`src/design/aomsel_pkg.sv`:
```
// shared constants and types for the alarm output mode selector
package aomsel_pkg;
  // ---------------------------------------------------------------
  // widths
  // ---------------------------------------------------------------
  localparam int unsigned NCODE = 8;
  localparam int unsigned CW = 16;
  localparam int unsigned MW = 3;
  localparam int unsigned NLIM = 10;

  // ---------------------------------------------------------------
  // mode encodings
  // ---------------------------------------------------------------
  localparam logic [MW-1:0] MODE_WARN_ALARM = 3'h0;
  localparam logic [MW-1:0] MODE_CLEAN_DIRTY = 3'h1;
  localparam logic [MW-1:0] MODE_GREEN_RED = 3'h2;
  localparam logic [MW-1:0] MODE_PART_WATER = 3'h3;
  localparam logic [MW-1:0] MODE_CONT_CLEAN = 3'h4;
  localparam logic [MW-1:0] MODE_TESTED = 3'h5;
  localparam logic [MW-1:0] MODE_TESTING = 3'h6;

  // ---------------------------------------------------------------
  // field positions of the limit vector: codes, then water, then temp
  // ---------------------------------------------------------------
  localparam int unsigned IDX_WATER = 8;
  localparam int unsigned IDX_TEMP = 9;

  // null / no result marker on a result word
  localparam logic [CW-1:0] NULL_VALUE = 16'h8000;

  typedef logic [NLIM-1:0][CW-1:0] aomsel_vec_t;

  typedef struct packed {
    logic out1;
    logic out2;
    logic run;
    logic done;
  } aomsel_state_t;
endpackage

```
`src/design/aomsel_cmp_if.sv`:
```
// carrier of per-field compare flags between the comparator and the top
interface aomsel_cmp_if;
  logic [aomsel_pkg::NLIM-1:0] above_lo;
  logic [aomsel_pkg::NLIM-1:0] above_hi;
  logic [aomsel_pkg::NLIM-1:0] lo_set;
  logic [aomsel_pkg::NLIM-1:0] hi_set;
  modport src (output above_lo, output above_hi, output lo_set,
    output hi_set);
  modport dst (input above_lo, input above_hi, input lo_set,
    input hi_set);
endinterface

```
`src/design/aomsel_cmp.sv`:
```
// per-field signed compare of a result against its two limits
module aomsel_cmp (
  input wire aomsel_pkg::aomsel_vec_t result,
  input wire aomsel_pkg::aomsel_vec_t lim_lo,
  input wire aomsel_pkg::aomsel_vec_t lim_hi,
  aomsel_cmp_if.src cmp
);
  // ---------------------------------------------------------------
  // compare
  // ---------------------------------------------------------------
  // a blank limit or a missing result never counts as exceeded
  for (genvar i = 0; i < aomsel_pkg::NLIM; i++) begin : g_f
    logic res_ok;
    assign res_ok = result[i] != aomsel_pkg::NULL_VALUE;
    assign cmp.lo_set[i] = lim_lo[i] != aomsel_pkg::NULL_VALUE;
    assign cmp.hi_set[i] = lim_hi[i] != aomsel_pkg::NULL_VALUE;
    assign cmp.above_lo[i] = res_ok && cmp.lo_set[i] &&
      ($signed(result[i]) > $signed(lim_lo[i]));
    assign cmp.above_hi[i] = res_ok && cmp.hi_set[i] &&
      ($signed(result[i]) > $signed(lim_hi[i]));
  end
endmodule

```
`src/design/aomsel_top.sv`:
```
// alarm output mode selector: drives two switched outputs from results, output 1 from test status in the test modes
// ---------------------------------------------------------------
// ---------------------------------------------------------------
module aomsel_top (
  input wire logic clock,
  input wire logic rst,
  input wire logic [aomsel_pkg::MW-1:0] mode,
  input wire aomsel_pkg::aomsel_vec_t result,
  input wire aomsel_pkg::aomsel_vec_t lim_lo,
  input wire aomsel_pkg::aomsel_vec_t lim_hi,
  input wire logic result_valid,
  input wire logic test_running,
  input wire logic test_started,
  output logic alarm_out1,
  output logic alarm_out2
);
  localparam int unsigned N = aomsel_pkg::NLIM;

  aomsel_cmp_if cmp_bus ();

  aomsel_cmp u_cmp (
    .result(result),
    .lim_lo(lim_lo),
    .lim_hi(lim_hi),
    .cmp(cmp_bus)
  );

  // ---------------------------------------------------------------
  // combined conditions
  // ---------------------------------------------------------------
  logic [N-1:0] part_mask;
  logic any_lo;
  logic any_hi;
  logic all_le_lo;
  logic any_lo_set;
  logic part_hi;
  logic part_le_lo;
  logic water_hi;
  logic water_le_lo;

  always_comb begin
    part_mask = '0;
    part_mask[aomsel_pkg::NCODE-1:0] = '1;
  end

  assign any_lo = |cmp_bus.above_lo;
  assign any_hi = |cmp_bus.above_hi;
  assign any_lo_set = |cmp_bus.lo_set;
  // "at or below" needs at least one set limit, else it reads false
  assign all_le_lo = any_lo_set && !any_lo;
  assign part_hi = |(cmp_bus.above_hi & part_mask);
  assign part_le_lo = |(cmp_bus.lo_set & part_mask) &&
    !(|(cmp_bus.above_lo & part_mask));
  assign water_hi = cmp_bus.above_hi[aomsel_pkg::IDX_WATER];
  assign water_le_lo = cmp_bus.lo_set[aomsel_pkg::IDX_WATER] &&
    !cmp_bus.above_lo[aomsel_pkg::IDX_WATER];

  // ---------------------------------------------------------------
  // state
  // ---------------------------------------------------------------
  aomsel_pkg::aomsel_state_t s_q;
  aomsel_pkg::aomsel_state_t s_d;

  always_comb begin
    s_d = s_q;
    // test tracking: completion latched on the falling edge of running;
    // a start in the same cycle wins so a stale completion never shows
    s_d.run = test_running;
    if (test_started) begin
      s_d.done = 1'b0;
    end else if (s_q.run && !test_running) begin
      s_d.done = 1'b1;
    end
    if (result_valid) begin
      case (mode)
        aomsel_pkg::MODE_WARN_ALARM: begin
          s_d.out1 = any_lo;
          s_d.out2 = any_hi;
        end
        aomsel_pkg::MODE_CLEAN_DIRTY: begin
          s_d.out1 = all_le_lo;
          s_d.out2 = any_hi;
        end
        aomsel_pkg::MODE_GREEN_RED: begin
          s_d.out1 = |cmp_bus.hi_set && !any_hi;
          s_d.out2 = any_lo;
        end
        aomsel_pkg::MODE_PART_WATER: begin
          // hysteresis: hold between the two limits
          if (part_hi) begin
            s_d.out1 = 1'b1;
          end else if (part_le_lo) begin
            s_d.out1 = 1'b0;
          end
          if (water_hi) begin
            s_d.out2 = 1'b1;
          end else if (water_le_lo) begin
            s_d.out2 = 1'b0;
          end
        end
        aomsel_pkg::MODE_CONT_CLEAN: begin
          s_d.out1 = any_lo;
          s_d.out2 = all_le_lo;
        end
        aomsel_pkg::MODE_TESTED: begin
          s_d.out2 = any_lo;
        end
        aomsel_pkg::MODE_TESTING: begin
          s_d.out2 = any_lo;
        end
        default: begin
          s_d.out1 = 1'b0;
          s_d.out2 = 1'b0;
        end
      endcase
    end
    // output 1 in the test modes follows test status, not results
    if (mode == aomsel_pkg::MODE_TESTED) begin
      s_d.out1 = s_d.done;
    end else if (mode == aomsel_pkg::MODE_TESTING) begin
      s_d.out1 = test_running;
    end
  end

  always_ff @(posedge clock) begin
    if (rst) begin
      s_q <= '0;
    end else begin
      s_q <= s_d;
    end
  end

  // only the two switched outputs exist here; no panel indicator path
  assign alarm_out1 = s_q.out1;
  assign alarm_out2 = s_q.out2;
endmodule

```
`config.mk`:
```
export PLATFORM = sky130hd
export DESIGN_NAME = aomsel_top
export DESIGN_NICKNAME = d
export VERILOG_FILES = /design/src/design/aomsel_pkg.sv /design/src/design/aomsel_cmp_if.sv /design/src/design/aomsel_cmp.sv /design/src/design/aomsel_top.sv
export SDC_FILE = /design/constraint.sdc
export NUM_CORES = 1
export LEC_CHECK = 0
export ABC_AREA = 0
export BUFFER_PORTS_ARGS = -buffer_cell sky130_fd_sc_hd__buf_2
export CORE_MARGIN = 8
export CORE_UTILIZATION = 30
export DETAILED_ROUTE_END_ITERATION = 16
export PLACE_DENSITY_LB_ADDON = 0.08
export SLEW_MARGIN = 5
export SYNTH_ARGS = -nofsm -noshare
export SYNTH_HDL_FRONTEND = slang
export SYNTH_SLANG_ARGS = --single-unit
export TNS_END_PERCENT = 100
```
`constraint.sdc`:
```
create_clock -name clock -period 3.7 [get_ports clock]
set_input_delay 0.37 -clock clock [delete_from_list [all_inputs] [get_ports clock]]
set_output_delay 0.37 -clock clock [all_outputs]
set_load 0.01 [all_outputs]
```
==> results.sh <==
export IMPL_io_pin_count=490
export IMPL_clk_latency_ns=0.22
export IMPL_synth_seq_cells=4
export IMPL_syn_avg_cell_area_um2=7.15
export IMPL_routed_wl_um=43800
export IMPL_combPwrFrac_pct=85.7
export IMPL_grt_start_max_net_pins=11
export IMPL_die_height_um=196
export IMPL_dp_cells=2298
export IMPL_hold_slack_ns=0.340
export IMPL_post_route_period_util_pct=92.9
export IMPL_cts_buffers=3
export IMPL_rrSetupSlack_ns=2.61
export IMPL_crit_path_start="lim_hi[63]"
export IMPL_r2r_cells=5
export IMPL_synth_edff_count=0
export IMPL_cp_cell_sequence="buf_2, inv_1, ha_1, nand4_1, a2111oi_0, nor4b_1, nor4bb_1, buf_4, a211oi_1, o2111ai_1, a2111oi_2, or4_1, o21ai_1"
export IMPL_rows=66
export IMPL_overflow=0
export IMPL_tightest_slew_ns=0.663
export IMPL_first_pass_iters=5
export IMPL_dp_hpwl_um=41700
export IMPL_wl_per_cell_um=18.9
export IMPL_min_to="s_q[0]$_SDFF_PP0_"
export IMPL_postCtsResizedCells=0
export IMPL_cts_sinks=4
export IMPL_syn_inst=1362
export IMPL_h_tree_depth=1
export IMPL_internal_power_mw=0.777
export IMPL_synthArstFlopShare_pct=0
export IMPL_skew_ns=0.00157
export IMPL_fp_dieW_um=196
export IMPL_status="complete, no violations"
export IMPL_switching_share_pct=48.3
export IMPL_syn_area_um2=9740
export IMPL_layout_nets=2669
export IMPL_finalSetupViolations=0
export IMPL_hold_violations=0
export IMPL_p_seq_share_pct=3.1
export IMPL_nFillCells=3528
export IMPL_first_iter_violations=401
export IMPL_cp_max_fo=4
export IMPL_end_kind="flip-flop"
export IMPL_ys_dominant_reg_cell="dfxtp_1"
export IMPL_die_area_um2=38500
export IMPL_placed_area_um2=12800
export IMPL_critPathArrivalTime_ns=3.59
export IMPL_drv_cap=0
export IMPL_port_buffers=489
export IMPL_cpPeakStageDelay_ns=0.63
export IMPL_grt_pass1_vias=12500
export IMPL_worst_ep_required_time_ns=3.85
export IMPL_grt_pass1_wl_um=66700
export IMPL_clk_pin_slew_ns=0.03
export IMPL_maxSlewHeadroom_pct=55.2
export IMPL_routed_via_density=5.07
export IMPL_syn_num_nets=2170
export IMPL_num_vias=11800
export IMPL_ys_seq_area_share_pct=0.822
export IMPL_cts_tree="done"
export IMPL_hold_class="input pin to flip-flop"
export IMPL_min_from="test_started"
export IMPL_cpLargestDelayFamily="simple AND/OR/NAND/NOR gates"
export IMPL_drv_slew=0
export IMPL_ys_top_cells_by_area="ha_1, inv_1, nor4_1, a21oi_1, nand4_1"
export IMPL_track_usage_pct=21.6
export IMPL_core_area_um2=32300
export IMPL_cts_path_max_buffers=2
export IMPL_cp_num_buf_inv=3
export IMPL_synth_top_area_share_pct=41.1
export IMPL_leakagePower_nw=7.58
export IMPL_yosysWarnings=0
export IMPL_reg2reg_to="alarm_out1$_SDFFE_PP0P_"
export IMPL_fin_cells=2323
export IMPL_vdd_ir_drop_max_uv=104
export IMPL_fin_tns_setup_ns=0
export IMPL_period_minus_slack_ns=3.44
export IMPL_drc=0
export IMPL_ant_nets=0
export IMPL_syn2layout_area_growth_pct=32.5
export IMPL_rsz0062_at_grt="false"
export IMPL_root_buffer="clkbuf_16"
export IMPL_start_kind="input pin"
export IMPL_drive_above_1_share_pct=27.9
export IMPL_gp_congestion=0.898
export IMPL_synth_largest_area_cell="ha_1"
export IMPL_power_switching_mw=0.726
export IMPL_synth_distinct_cells=68
export IMPL_rr_startpoint="s_q[1]$_SDFF_PP0_"
export IMPL_start_util_pct=30.2
export IMPL_final_util_pct=40.0
export IMPL_hold_path_depth=2
export IMPL_final_area_um2=12900
export IMPL_post_cts_buffers=0
export IMPL_power_density_nw_per_um2=116
export IMPL_postCtsHoldBufs=0
export IMPL_cpMaxStageDelayCell="a2111oi_0"
export IMPL_fmax_mhz=291
export IMPL_clkPwrFrac_pct=11.1
export IMPL_worst_setup_path_type="input pin to flip-flop"
export IMPL_antenna_found_initial=35
==> layout by cell type, fill, tap and decap left out, types with 6 or more instances in the layout <==
cell       instances
buf_2            489
inv_1            328
ha_1             320
nor4_1           117
a21oi_1          109
nand4_1           84
nand2_1           57
nor2_1            39
a21o_1            38
o21ai_0           34
nand3_1           28
nor2b_1           26
diode_2           22
nor4b_1           15
o211ai_1          13
a211oi_1          13
and4_1            11
a211o_1            9
a2111oi_0          8
nand2b_1           7
and3_1             6
buf_4              6
==> power groups by stage <==
stage               sequential, mW  combinational (mW)  clock, mW
CTS                         0.0473                1.30      0.169
global placement            0.0479                1.28          0
global route                0.0475                1.48      0.173
floorplan                   0.0486               0.686          0
detailed placement          0.0478                1.29          0
finish                      0.0473                1.29      0.167
==> area by class of cell <==
class / instances / area, µm² / area share (%)
multi-input cells: 1029 / 8420 / 65.2
repair buffers: 495 / 2490 / 19.3
inverters: 328 / 1230 / 9.54
well taps: 442 / 553 / 4.29
flip-flops and latches: 4 / 80.1 / 0.621
clock buffers: 3 / 75.1 / 0.582
diodes: 22 / 55.1 / 0.427
==> flip-flops by register name (all words and copies together) (netlist names) <==
register and cells:
alarm_out2 1, s_q 2, alarm_out1 1
==> worst max-delay path by stage <==
stage                                    to  slack [ns]  cells past startpoint
global placement    alarm_out1$_SDFFE_PP0P_        0.01                     13
CTS                 alarm_out1$_SDFFE_PP0P_        0.20                     13
finish              alarm_out1$_SDFFE_PP0P_        0.26                     13
global route        alarm_out1$_SDFFE_PP0P_        0.04                     13
detailed placement  alarm_out1$_SDFFE_PP0P_       -0.03                     13
floorplan           alarm_out1$_SDFFE_PP0P_        0.51                     12
==> metal layers <==
metal  wire [µm]  GRT usage [%]
met1       18100           24.6
met5         189              0
met2       21600           39.1
met3        3420           6.65
met4         536           4.24
==> worst reg2reg max path: cells and delay by family, from the launching register on <==
| kind | cells | cell delay [ns] |
|---|---|---|
| simple gates | 3 | 0.54 |
| flops | 1 | 0.30 |
| compound gates | 2 | 0.19 |
==> stage by stage <==
step	power (mW)	worst slack [ns]
global placement	1.32	0.0147
global route	1.70	0.0450
CTS	1.52	0.198
detailed placement	1.34	-0.0326
finish	1.50	0.264
floorplan	0.734	0.515
==> cell families (layout without fill, tap and decap cells) <==
group	Yosys count	in the layout	synth area share [%]
AO/OA/AOI/OAI	274	274	18.5
XOR/XNOR	4	4	0.360
adder cells (fa/ha/maj)	320	320	41.1
buffers and inverters	329	826	12.7
flip-flops	4	4	0.822
multiplexers	9	9	0.989
other	0	22	0
AND/OR/NAND/NOR	422	422	25.5
==> cells in the mapped netlist (4+ instances only) <==
cell type and instances:
nand2b_1 7, nor2b_1 26, nor2_1 39, or3_1 4, nand3_1 28, a21oi_1 109, dfxtp_1 4, mux2_2 5
and4_1 11, mux2i_1 4, a2111oi_0 8, a211o_1 9, nand4_1 84, nor3_1 5, and3_1 6, nor4b_1 15
o211ai_1 13, a211oi_1 13, nand2_1 57, a31oi_1 5, a221oi_1 5, o2111ai_1 4, inv_1 328, ha_1 320
o21ai_0 34, o21a_1 5, a21o_1 38, or4_1 5, nor4_1 117
Power figures use the tool's default switching activity.
